$ cat config.mk
export PLATFORM = sky130hd
export DESIGN_NAME = mpc_channel
export DESIGN_NICKNAME = d
export VERILOG_FILES = /design/src/rtl/mpc_pkg.sv /design/src/rtl/mpc_channel.sv
export SDC_FILE = /design/constraint.sdc
export NUM_CORES = 1
export LEC_CHECK = 0
export ABC_AREA = 1
export BUFFER_PORTS_ARGS = -buffer_cell sky130_fd_sc_hd__buf_2
export CAP_MARGIN = 15
export CORE_UTILIZATION = 30
export CTS_BUF_LIST = sky130_fd_sc_hd__clkbuf_8
export DETAILED_ROUTE_END_ITERATION = 8
export SYNTH_ARGS = -nofsm -noshare
export SYNTH_HDL_FRONTEND = slang
export SYNTH_SLANG_ARGS = --single-unit
$ cat constraint.sdc
create_clock -name ref_clk_in -period 2.77 [get_ports ref_clk_in]
set_input_delay 0.277 -clock ref_clk_in [delete_from_list [all_inputs] [get_ports ref_clk_in]]
set_output_delay 0.277 -clock ref_clk_in [all_outputs]
set_load 0.005 [all_outputs]
$ cat src/rtl/mpc_pkg.sv
package mpc_pkg;
  // Register indices on the plain register port
  localparam logic [3:0] ADDR_VECTOR     = 4'h2;
  localparam logic [3:0] ADDR_RX_CTRL    = 4'h3;
  localparam logic [3:0] ADDR_FRAME_CTRL = 4'h4;
  localparam logic [3:0] ADDR_TX_CTRL    = 4'h5;
  localparam logic [3:0] ADDR_SYNC_LOW   = 4'h6;
  localparam logic [3:0] ADDR_SYNC_HIGH  = 4'h7;
  localparam logic [3:0] ADDR_STATUS     = 4'h8;
  localparam logic [3:0] ADDR_EVENT      = 4'h9;
  localparam logic [3:0] ADDR_CMD        = 4'ha;

  // receive_control fields
  localparam int RC_ENABLE  = 0;
  localparam int RC_SYNC_INH = 1;
  localparam int RC_ADDR_SRCH = 2;
  localparam int RC_CRC_EN  = 3;
  localparam int RC_HUNT    = 4;
  localparam int RC_AUTO    = 5;
  localparam int RC_LEN_LO  = 6;

  // framing_control fields
  localparam int FC_PAR_EN  = 0;
  localparam int FC_PAR_EVEN = 1;
  localparam int FC_STOP_LO = 2;
  localparam int FC_SYNC_LO = 4;
  localparam int FC_CLK_LO  = 6;

  // transmit_control fields
  localparam int TC_RTS     = 1;
  localparam int TC_CRC16   = 2;
  localparam int TC_TX_EN   = 3;
  localparam int TC_BREAK   = 4;
  localparam int TC_LEN_LO  = 5;

  // primary_status fields
  localparam int ST_CHAR_AVAIL = 0;
  localparam int ST_IN_SERVICE = 1;
  localparam int ST_TX_EMPTY   = 2;
  localparam int ST_CARRIER    = 3;
  localparam int ST_SYNC_HUNT  = 4;
  localparam int ST_CTS        = 5;

  // Command register bits (write one to act)
  localparam int CMD_RESET_EXT = 0;
  localparam int CMD_EOI       = 1;
  localparam int CMD_RESET     = 2;

  // Event input bits (same-clock logic)
  localparam int EV_PARITY  = 0;
  localparam int EV_OVERRUN = 1;
  localparam int EV_FRAMING = 2;
  localparam int EV_EOF     = 3;

  localparam logic [7:0] RESET_BYTE   = 8'h00;
  localparam logic [7:0] FLAG_PATTERN = 8'h7e;
  localparam logic [7:0] ALL_ONES     = 8'hff;

  // Vector cause codes (low two bits), channel in bit 2
  localparam logic [1:0] CAUSE_TX   = 2'h0;
  localparam logic [1:0] CAUSE_EXT  = 2'h1;
  localparam logic [1:0] CAUSE_RX   = 2'h2;
  localparam logic [1:0] CAUSE_SPEC = 2'h3;
  localparam logic [2:0] VAR_NONE   = 3'h7;

  // Link-side transmit shifter states
  typedef enum logic [1:0] {MPC_TX_IDLE, MPC_TX_DATA, MPC_TX_CRC}
    mpc_tx_state_t;
endpackage

$ cat src/rtl/mpc_channel.sv
`timescale 1ns/100ps
// Functional notes
// - Parity, overrun, framing, end-of-frame are special
// - Status-modifies-vector chooses variable or fixed vector
// - Vector register driven during interrupt acknowledge
// - Receiver enable bit starts the receiver
// - Sync load inhibit blocks sync characters
// - Address search in SDLC mode accepts ones or programmed address
// - Receive CRC enable starts/pauses, never resets
// - Hunt after init and on hunt write
// - Auto enable lets CD/CTS gate receiver/transmitter
// - Receive length code selects 5,7,6,8 bits
// - Parity even/odd, also sent for eight bits
// - Stop bits and sync mode encodings
// - Clock mode ratio 1,16,32,64
// - Request-to-send bit drives RTS low
// - CRC select: CRC-16 or CCITT; the bit is stored but no output carries it
// - Transmitter disable marks after character ends
// - Send break forces transmit data low
// - Transmit length codes, code zero sends five bits
// - Sync registers hold sync, address, flag
// - In-service sets on acknowledge, clears on END_OF_INTERRUPT_COMMAND
// - Character available and transmit empty status
// - CD change latches carrier status
// - Sync input edges set/clear sync-hunt status in async modes
module mpc_channel
  import mpc_pkg::*;
(
  input  wire logic       ref_clk_in,       // System clock
  input  wire logic       rst_b_in,         // Async reset, low
  input  wire logic [3:0] addr_in,          // Register index
  input  wire logic [7:0] wdata_in,         // Write data
  input  wire logic       wr_in,            // Write strobe
  input  wire logic       rd_in,            // Read strobe
  output logic      [7:0] rdata_out,        // Read data
  input  wire logic       interrupt_acknowledge_in,          // Acknowledge pulse, low
  output logic      [7:0] ack_data_out,     // Vector on acknowledge
  output logic            ack_data_oe_b_out, // Low while driving bus
  input  wire logic [3:0] rx_event_in,      // Receive error events
  input  wire logic       rx_fifo_ne_in,    // Receive FIFO not empty
  input  wire logic       int_pend_in,      // Internal interrupt pending
  input  wire logic [2:0] int_cause_in,     // Highest pending cause
  input  wire logic       sa_vector_in,     // Status modifies vector
  input  wire logic       tx_load_in,       // Transmit buffer load
  input  wire logic [7:0] tx_byte_in,       // Byte to send
  input  wire logic       rx_sync_char_in,  // Received char is sync
  input  wire logic [7:0] rx_addr_in,       // Received frame address
  input  wire logic       cd_b_in,          // Carrier detect pin
  input  wire logic       cts_b_in,         // Clear to send pin
  input  wire logic       sync_detect_input_in, // Sync detect pin
  input  wire logic       tx_bit_clk_in,    // Transmit bit clock pin
  output logic            txd_out,          // Transmit data
  output logic            rts_b_out,        // Request to send, low
  output logic            rx_run_out,       // Receiver running
  output logic            rx_hunt_out,      // Receiver hunting
  output logic            rx_load_ok_out,   // Char may enter FIFO
  output logic            frame_accept_out, // Frame address accepted
  output logic            crc_run_out,      // CRC accumulation on
  output logic            special_out,      // Special receive pulse
  output logic            ext_event_out,    // External status pulse
  output logic      [3:0] rx_bits_out,      // Data bits per char
  output logic      [6:0] clk_ratio_out     // Bit clock ratio
);

  typedef struct packed {
    logic [7:0]    vector;
    logic [7:0]    rx_ctrl;
    logic [7:0]    frame_ctrl;
    logic [7:0]    tx_ctrl;
    logic [7:0]    sync_low;
    logic [7:0]    sync_high;
    logic [7:0]    rdata;
    logic [7:0]    ack_data;
    logic          ack_oe_b;
    logic [2:0]    cd_sync;
    logic [2:0]    cts_sync;
    logic [2:0]    sd_sync;
    logic [2:0]    tck_sync;
    logic          cd_lvl;
    logic          cts_lvl;
    logic          sd_lvl;
    logic [2:0]    interrupt_acknowledge_sync;
    logic [1:0]    interrupt_acknowledge_cnt;
    logic          cd_stat;
    logic          cts_stat;
    logic          sh_stat;
    logic          ext_latched;
    logic          in_service;
    logic          tx_empty;
    logic          hunt;
    logic          special;
    logic          ext_event;
    mpc_tx_state_t tx_state;
    logic [8:0]    tx_shift;
    logic [3:0]    tx_left;
    logic          txd;
  } mpc_state_t;

  mpc_state_t st;
  mpc_state_t nx;

  // Receive length decode, shared by receive and transmit
  function automatic logic [3:0] len_bits(input logic [1:0] code);
    case (code)
      2'h0:    len_bits = 4'h5;
      2'h1:    len_bits = 4'h7;
      2'h2:    len_bits = 4'h6;
      default: len_bits = 4'h8;
    endcase
  endfunction

  // Filtered pin level; a change counts once stages two and three agree
  function automatic logic settle(input logic [2:0] s, input logic held);
    settle = (s[2] == s[1]) ? s[2] : held;
  endfunction

  logic [1:0] stop_code;
  logic [1:0] sync_mode;
  logic       is_sdlc;
  logic       cd_now;
  logic       cts_now;
  logic       sd_now;
  logic       tck_rise;
  logic       par_bit;
  logic [3:0] tx_len;
  logic       wr_cmd;
  logic       par_en;
  logic [7:0] tx_data;
  logic [8:0] tx_frame;
  logic       interrupt_acknowledge_fall;

  // Stable levels: second and third stage agree
  assign stop_code = st.frame_ctrl[FC_STOP_LO +: 2];
  assign sync_mode = st.frame_ctrl[FC_SYNC_LO +: 2];
  assign is_sdlc   = (stop_code == 2'h0) && (sync_mode == 2'h2);
  assign cd_now    = settle(st.cd_sync, st.cd_lvl);
  assign cts_now   = settle(st.cts_sync, st.cts_lvl);
  assign sd_now    = settle(st.sd_sync, st.sd_lvl);
  assign tck_rise  = st.tck_sync[1] & ~st.tck_sync[2];
  assign tx_len    = (st.tx_ctrl[TC_LEN_LO +: 2] == 2'h0) ? 4'h5 :
                     len_bits(st.tx_ctrl[TC_LEN_LO +: 2]);
  assign wr_cmd    = wr_in && (addr_in == ADDR_CMD);
  assign interrupt_acknowledge_fall = (st.interrupt_acknowledge_sync[2:1] == 2'b10);
  // Unused upper bits masked so they cannot leak into parity
  assign par_en    = st.frame_ctrl[FC_PAR_EN];
  assign tx_data   = tx_byte_in & ~(8'hff << tx_len);
  // Parity over the sent bits; even sense when the bit is one
  assign par_bit   = ^tx_data ^ ~st.frame_ctrl[FC_PAR_EVEN];
  // Data, then parity right after the last data bit, then marking
  assign tx_frame  = {1'b0, tx_data} |
                     ({8'h00, par_en & par_bit} << tx_len) |
                     (9'h1ff << (tx_len + {3'h0, par_en}));

  always_comb
  begin
    nx = st;
    nx.special   = |rx_event_in;
    nx.ext_event = 1'b0;
    nx.cd_sync   = {st.cd_sync[1:0], cd_b_in};
    nx.cts_sync  = {st.cts_sync[1:0], cts_b_in};
    nx.sd_sync   = {st.sd_sync[1:0], sync_detect_input_in};
    nx.tck_sync  = {st.tck_sync[1:0], tx_bit_clk_in};
    nx.interrupt_acknowledge_sync = {st.interrupt_acknowledge_sync[1:0], interrupt_acknowledge_in};
    nx.cd_lvl    = cd_now;
    nx.cts_lvl   = cts_now;
    nx.sd_lvl    = sd_now;

    // Register writes
    if (wr_in)
    begin
      case (addr_in)
        ADDR_VECTOR:     nx.vector     = wdata_in;
        ADDR_RX_CTRL:    nx.rx_ctrl    = wdata_in;
        ADDR_FRAME_CTRL: nx.frame_ctrl = wdata_in;
        ADDR_TX_CTRL:    nx.tx_ctrl    = wdata_in;
        ADDR_SYNC_LOW:   nx.sync_low   = wdata_in;
        ADDR_SYNC_HIGH:  nx.sync_high  = wdata_in;
        default:         nx.rx_ctrl    = st.rx_ctrl;
      endcase
    end
    // Hunt bit is an action: re-enter hunt, not stored
    if (wr_in && addr_in == ADDR_RX_CTRL && wdata_in[RC_HUNT])
      nx.hunt = 1'b1;
    nx.rx_ctrl[RC_HUNT] = 1'b0;

    // External status: latched until reset-ext or channel reset command
    if (!st.ext_latched)
    begin
      if (cd_now != st.cd_stat)
      begin
        nx.cd_stat     = cd_now;
        nx.ext_latched = 1'b1;
        nx.ext_event   = 1'b1;
      end
      if (cts_now != st.cts_stat)
      begin
        nx.cts_stat    = cts_now;
        nx.ext_latched = 1'b1;
        nx.ext_event   = 1'b1;
      end
      if (stop_code != 2'h0 && sd_now == st.sh_stat)
      begin
        nx.sh_stat     = ~sd_now;
        nx.ext_latched = 1'b1;
        nx.ext_event   = 1'b1;
      end
    end
    if (wr_cmd && wdata_in[CMD_RESET_EXT])
    begin
      nx.ext_latched = 1'b0;
      nx.cd_stat     = cd_now;
      nx.cts_stat    = cts_now;
      nx.sh_stat     = ~sd_now;
    end
    // Sync-hunt in sync modes follows the hunt state
    if (stop_code == 2'h0)
      nx.sh_stat = nx.hunt;

    // END_OF_INTERRUPT_COMMAND first, so a pulse in the same cycle still sets the flag
    if (wr_cmd && wdata_in[CMD_EOI])
      nx.in_service = 1'b0;
    // Pulses counted in pairs; a lone stray pulse shifts the pairing
    if (interrupt_acknowledge_fall)
    begin
      nx.interrupt_acknowledge_cnt = (st.interrupt_acknowledge_cnt == 2'h1) ? 2'h0 : st.interrupt_acknowledge_cnt + 2'h1;
      if (st.interrupt_acknowledge_cnt == 2'h1 && int_pend_in)
        nx.in_service = 1'b1;
    end
    // Drive vector once both settled stages see the pulse low
    nx.ack_oe_b = st.interrupt_acknowledge_sync[1] | st.interrupt_acknowledge_sync[2];
    nx.ack_data = sa_vector_in ?
      {st.vector[7:5], int_pend_in ? int_cause_in : VAR_NONE,
       st.vector[1:0]} : st.vector;

    // Transmit buffer and shifter on sampled bit clock
    if (tx_load_in)
      nx.tx_empty = 1'b0;
    case (st.tx_state)
      MPC_TX_IDLE:
      begin
        nx.txd = 1'b1;
        if (!st.tx_empty && st.tx_ctrl[TC_TX_EN] &&
            (!st.rx_ctrl[RC_AUTO] || !cts_now) && tck_rise)
        begin
          nx.tx_shift = tx_frame;
          nx.tx_left  = tx_len + {3'h0, par_en};
          nx.tx_state = MPC_TX_DATA;
          nx.tx_empty = 1'b1;
          nx.txd      = 1'b0;
        end
      end
      MPC_TX_DATA:
        if (tck_rise)
        begin
          // Whole character completes once started, unless a channel reset command
          nx.txd      = st.tx_shift[0];
          nx.tx_shift = {1'b1, st.tx_shift[8:1]};
          nx.tx_left  = st.tx_left - 4'h1;
          // One more bit time, so the last bit is not cut short
          if (st.tx_left == 4'h0)
          begin
            nx.txd      = 1'b1;
            nx.tx_left  = 4'h0;
            nx.tx_state = MPC_TX_IDLE;
          end
        end
      default: nx.tx_state = MPC_TX_IDLE;
    endcase

    // Register read, data valid next cycle
    nx.rdata = RESET_BYTE;
    if (rd_in)
    begin
      case (addr_in)
        ADDR_STATUS: nx.rdata = {2'h0, st.cts_stat, st.sh_stat,
                                 st.cd_stat, st.tx_empty,
                                 st.in_service, rx_fifo_ne_in};
        ADDR_VECTOR: nx.rdata = nx.ack_data;
        default:     nx.rdata = RESET_BYTE;
      endcase
    end

    // Channel reset command restores defaults
    if (wr_cmd && wdata_in[CMD_RESET])
    begin
      nx.rx_ctrl    = RESET_BYTE;
      nx.frame_ctrl = RESET_BYTE;
      nx.tx_ctrl    = RESET_BYTE;
      nx.tx_empty   = 1'b1;
      nx.hunt       = 1'b1;
      nx.in_service = 1'b0;
      nx.ext_latched = 1'b0;
      nx.tx_state   = MPC_TX_IDLE;
    end
  end

  // State register
  always_ff @(posedge ref_clk_in or negedge rst_b_in)
  begin
    if (!rst_b_in)
    begin
      st            <= '0;
      st.tx_empty   <= 1'b1;
      st.hunt       <= 1'b1;
      st.txd        <= 1'b1;
      st.ack_oe_b   <= 1'b1;
      st.cd_sync    <= 3'h7;
      st.cts_sync   <= 3'h7;
      st.sd_sync    <= 3'h7;
      st.interrupt_acknowledge_sync  <= 3'h7;
      st.cd_lvl     <= 1'b1;
      st.cts_lvl    <= 1'b1;
      st.sd_lvl     <= 1'b1;
      st.cd_stat    <= 1'b1;
      st.cts_stat   <= 1'b1;
      st.sync_high  <= FLAG_PATTERN;
    end
    else
      st <= nx;
  end

  // Outputs; hunt stays set once entered, nothing here clears it
  assign rdata_out         = st.rdata;
  assign ack_data_out      = st.ack_data;
  assign ack_data_oe_b_out = st.ack_oe_b;
  assign txd_out           = st.tx_ctrl[TC_BREAK] ? 1'b0 : st.txd;
  assign rts_b_out         = ~st.tx_ctrl[TC_RTS];
  assign rx_run_out        = st.rx_ctrl[RC_ENABLE] &&
                             (!st.rx_ctrl[RC_AUTO] || !cd_now);
  assign rx_hunt_out       = st.hunt;
  assign rx_load_ok_out    = !(rx_sync_char_in &&
                               st.rx_ctrl[RC_SYNC_INH]);
  assign frame_accept_out  = !(is_sdlc && st.rx_ctrl[RC_ADDR_SRCH]) ||
                             rx_addr_in == ALL_ONES ||
                             rx_addr_in == st.sync_low;
  assign crc_run_out       = st.rx_ctrl[RC_CRC_EN];
  assign special_out       = st.special;
  assign ext_event_out     = st.ext_event;
  assign rx_bits_out       = len_bits(st.rx_ctrl[RC_LEN_LO +: 2]);
  // CRC16 select and the sync_high register drive no output port
  assign clk_ratio_out     = (st.frame_ctrl[FC_CLK_LO +: 2] == 2'h0) ?
                             7'h01 : (7'h08 <<
                             st.frame_ctrl[FC_CLK_LO +: 2]);

endmodule // mpc_channel

# Word level (Yosys, flattened, before mapping)
# Cells that the tools add are included.
# totals
reg_bits,109
latchBits,0
mem_bits_rw,0
rom_bits,0
inputBits,49
out_inout_bits,37
wordCells,181
n_memories,0
# classes
addsub,3
n_mul,0
div_mod_pow,0
order_cmp,0
eq_ne,31
shifts,4
n_mux,45
bitwise,12
reduce_logical,54
# op_table
cell,count
$mux 8,6
$mux 40,1
$mux 16,2
$pmux 14 s2,1
$mux 24,1
$reduce_and 2->1,10
$mux 1,18
$eq 4x3->1 const B,4
$mux 4,4
$pmux 8 s2,1
$reduce_bool 2->1,8
$logic_and 1x1->1,15
$pmux 4 s3,1
$logic_not 2->1,5
$mux 5,2
$ne 3x3->1 const B,3
$or 8x9->9,1
$or 9x9->9,1
$shl 1x4->9,1
$shl 9x4->9 const A,1
$and 8x8->8,1
$eq 2x1->1 const B,4
$eq 2x2->1 const B,4
$eq 4x2->1 const B,2
other kinds (30),52

# Longest topological paths before layout
# depth
ltp_word,15
depth_mapped,16
ltp_nobuf,16

# Worst setup path before layout
# No wires, ideal clock.
# synth_timing
path_kind,register to register
startpoint,register st[83] in the netlist's numbering
endpoint,register st[9] in the netlist's numbering
arrival_time_ns,1.893
slack_ns,0.753
stages_incl_launch_ff,12
n_path_buf,0
synth_period_minus_slack_ns,2.017
cell_sequence,dfrtp_1 > inv_1 > ha_1 > inv_1 > nand2_1 > ha_1 > fa_1 > nor2_1 > a21oi_1 > nand2_1 > nand2_1 > nand3_1
# synth_between
elab_chain_cells,14
word_cells_on_any_way,18
# synth_lines
item,line_no,text
"start, declared",mpc_channel.sv:99,mpc_state_t st;
"start signal, assigned",mpc_channel.sv:319,st <= nx;
$eq 2x2->1 or $eq 2x1->1 (tied branches),mpc_channel.sv:104,case (code)
$pmux 4 s2,mpc_channel.sv:104,
$mux 4 *,mpc_channel.sv:140,assign tx_len = (st.tx_ctrl[TC_LEN_LO +: 2] == 2'h0) ? 4'h5 :
$shl 8x4->8,mpc_channel.sv:146,assign tx_data = tx_byte_in & ~(8'hff << tx_len);
$not 8->8,mpc_channel.sv:146,
$and 8x8->8,mpc_channel.sv:146,
$reduce_xor 8->1,mpc_channel.sv:148,assign par_bit = ^tx_data ^ ~st.frame_ctrl[FC_PAR_EVEN];
$xor 1x1->1,mpc_channel.sv:148,
$and 1x1->1,mpc_channel.sv:151,"({8'h00, par_en & par_bit} << tx_len) |"
$shl 1x4->9,mpc_channel.sv:151,
$or 8x9->9,mpc_channel.sv:150,"assign tx_frame = {1'b0, tx_data} |"
$or 9x9->9 *,mpc_channel.sv:151,
$mux 16 *,mpc_channel.sv:242,if (!st.tx_empty && st.tx_ctrl[TC_TX_EN] &&
$pmux 14 s2 *,mpc_channel.sv:238,case (st.tx_state)
# Mark *: on every way between the ends. The rest lies on a longest branch, timed or not. The select of a mux whose other input is x is not followed.
# A chain may end at the register's enable or synchronous reset.

# Final worst setup path
# Ends and elaborated chain as after synthesis.

==> results.toml <==
[route]
drt-initial-drc-count = 157
drt-vias-per-instance = 4.57
routedWlPerCell_microns = 13.8
wl_microns = 10500
vias = 3490
ant_nets = 0
remaining_drc_errors = 5
drt_pre_antenna_iters = 6

[clock_network]
cts.clk_slew.worst_paths_ns = 0.08
cts_sinks = 97
cts_resized = 0
cts.path.max_buffers = 2
clock_latency_ns = 0.38
htree_levels = 3
cts-root-buf = "clkbuf_8"
cts_tree = "built"
numCtsBuffers = 9

[setup_path]
crit_type = "flip-flop to flip-flop"
end_kind = "flip-flop"
startpoint_type = "flip-flop"
cp_top_family = "adder cells"
cp_cell_sequence = "inv_1 > ha_1 > inv_1 > nand2_1 > ha_1 > fa_1 > nor2_1 > a21oi_1 > nand2_1 > nand2_1 > nand3_1"
crit_slowest_cell = "fa_1"
critPathMaxStageDelay_ns = 0.55
cp.arrival_ns = 2.45
worst-path-buf-inv = 2
crit_required_ns = 3.02
path_max_fanout = 6
cpMostUsedCell = "nand2_1"

[synth]
synth-seq-area-share_pct = 53.8
synth_edf_count = 0
syn_area_per_cell_sq_um = 9.19
ys_warn_count = 0
synthFlopType = "dfrtp_1"
synth_seq_cells = 97
synth_cell_types = 43
synth_fa_ha_area_share_pct = 2.88
synth_xor_area_share_pct = 1.73
async_flop_share_pct = 100
synth_top_family_by_area = "simple AND/OR/NAND/NOR gates"
syn-instance-count = 496
syn_area_sq_um = 4560
synth_mux_area_share_pct = 1.98
yosys.area_share.simple_pct = 17.6
synth_compound_area_share_pct = 11.8

[sta]
rsz0062_at_grt = "false"
max_slew_margin_pct = 48.8
fin_crit_ns = 2.20
hold_ws_ns = 0.0562
skew_ns = 0.0224
final-setup-viol-count = 0
tightest_slew_ns = 0.768
drv_slew = 0
setup_tns_ns = 0
timing.fmax_mhz = 455
fin_crit_sh_pct = 79.4
hold_viol = 0

[outcome]
violations = "DRC"
outcome = "finished with violations"

[floorplan]
core_area_sq_um = 14700
die_w_microns = 125
initial_core_util_pct = 31.0
ios = 86
die_y_microns = 125
num_rows = 44
die-area_sq_um = 15700

[global_routing]
use_met2_pct = 22.0
antenna_found_initial = 0
met3_usage_pct = 3.00
grt_busiest_layer = "met2"
use_met1_pct = 19.5
grt_pass1_vias = 3414
grt_use_total_pct = 14.2
grt_pass1_wl_microns = 17300
grt.overflow.total = 0
grt_max_degree = 51

[job]
maxCapViolations = 0

[placed_design]
dp_cells = 742
io_buffers = 82
hpwl_microns = 8070
place_congestion = 0.845

[finish]
instances_no_fill = 764
area_delta_synth_final_pct = 16.4
fillers = 1527
nNetsFinal = 633
drive_gt1_share_pct = 26.6
n_antenna_cell = 0

[hold_path]
hp-class = "input pin to flip-flop"

[pwr]
ir_worst_vdd_v = 0.000286
leakagePower_nw = 2.66
powerDensity_nw_per_um2 = 702
-- registers in the layout, indices dropped and copies added, names as in the netlist --
register and cells:
ack_data_oe_b_out 1, ext_event_out 1, nx 10, st 65
special_out 1, crc_run_out 1, par_en 1, rdata_out 8
ack_data_out 8, rx_hunt_out 1
-- path summary, 6_finish.rpt --
check	startpoint	end	slack, ns	cells past startpoint
setup / recovery	st[83]	st[9]	0.57	11
hold / removal	tx_load_in	st[19]	0.06	2
setup reg to reg	st[83]	st[9]	0.57	11
hold reg to reg	nx[40]	nx[41]	0.35	0
max in group asynchronous	rst_b_in	st[44]	1.58	3
min in group asynchronous	rst_b_in	st[109]	0.47	2
-- through the flow --
stage               setup slack [ns]  area [sq um]  power (mW)  util (%)
finish                         0.572          5310        3.73      36.1
detailed placement             0.583          5060        2.85      34.4
global route                   0.361          5310        4.00      36.1
floorplan                      0.753          4570        2.55         -
CTS                            0.560          5310        3.78      36.1
global placement               0.649          5060        2.81      34.4
-- cell usage after synthesis (2+ instances only) --
| library cell | count | area share, % |
|---|---|---|
| nor3_1 | 6 | 0.66 |
| xnor2_1 | 7 | 1.3 |
| a21oi_1 | 16 | 1.8 |
| nand2_1 | 98 | 8.1 |
| o32ai_1 | 2 | 0.38 |
| nor2_1 | 39 | 3.2 |
| a31oi_1 | 2 | 0.27 |
| ha_1 | 8 | 2.2 |
| dfstp_2 | 21 | 12 |
| nor2_2 | 2 | 0.27 |
| o211ai_1 | 4 | 0.66 |
| nand2_2 | 3 | 0.41 |
| o22ai_1 | 16 | 2.2 |
| mux2_2 | 8 | 2.0 |
| o21ai_2 | 10 | 1.9 |
| dfrtp_1 | 76 | 42 |
| inv_2 | 3 | 0.25 |
| nand4_1 | 6 | 0.82 |
| nand3_1 | 21 | 2.3 |
| clkbuf_1 | 2 | 0.16 |
| inv_1 | 71 | 5.8 |
| xor2_1 | 2 | 0.38 |
| buf_6 | 2 | 0.49 |
| buf_4 | 19 | 3.1 |
| o21ai_0 | 30 | 3.3 |
| o21ai_1 | 3 | 0.33 |
| or2_2 | 3 | 0.41 |
-- per-layer routing --
metal	up-vias	wire, microns
met4	0	146
met2	82	4750
met1	1664	5100
met5	-	0
li1	1735	-
met3	9	544
-- worst register-to-register path, cell delays in order (launching register included) --
cell,delay (ns)
dfrtp_1,0.47
inv_1,0.07
ha_1,0.19
inv_1,0.06
nand2_1,0.13
ha_1,0.23
fa_1,0.55
nor2_1,0.08
a21oi_1,0.12
nand2_1,0.06
nand2_1,0.05
nand3_1,0.07
-- logic make-up (layout without fill, tap and decap cells) --
kind of cell,count (synthesis),count (layout)
buffers and inverters,99,181
multiplexers,8,8
AO/OA/AOI/OAI,88,88
flip-flops,97,97
XOR/XNOR,9,9
AND/OR/NAND/NOR,184,184
adder cells (fa/ha/maj),10,10
other,1,3
-- area by class of cell --
class | instances | area [sq um] | area share (%)
clock buffer | 9 | 124 | 2.33
multi-input combinational | 302 | 1650 | 31.1
inverter | 75 | 284 | 5.35
timing repair buffer | 90 | 500 | 9.43
clock inverter | 7 | 63.8 | 1.20
sequential | 97 | 2450 | 46.2
tap | 184 | 230 | 4.34
-- timing repair --
item | in CTS | in global routing
setup buffers | 0 | 0
hold endpoints to repair | 41 | 0
hold buffers | 6 | 0
setup endpoints to repair | 0 | 0
-- cells in the final DEF (no fill, tap or decap), drive strengths merged --
cell type,Yosys,final
bufinv,0,1
o32ai,2,2
clkbuf,2,9
xor2,2,2
dfrtp,76,76
a2111o,1,1
maj3,1,1
buf,22,84
fa,1,1
o22ai,16,16
inv,75,80
dfstp,21,21
a22o,1,1
ha,8,8
o21ai,43,43
clkinv,0,1
dlygate4sd3,0,6
mux2,8,8
or2,3,3
nand2,102,102
nor2,42,42
nand3,22,22
xnor2,7,7
nor3,7,7
a31oi,2,2
nand3b,1,1
o221ai,1,1
nand4,6,6
o211ai,4,4
or4,1,1
conb,1,3
a21oi,17,17
o21bai,1,1
-- where the power goes --
group	internal [mW]	switching [mW]
clock network	0.413	0.492
registers	1.72	0.183
logic	0.389	0.527
(Power assumes the default switching activity.)
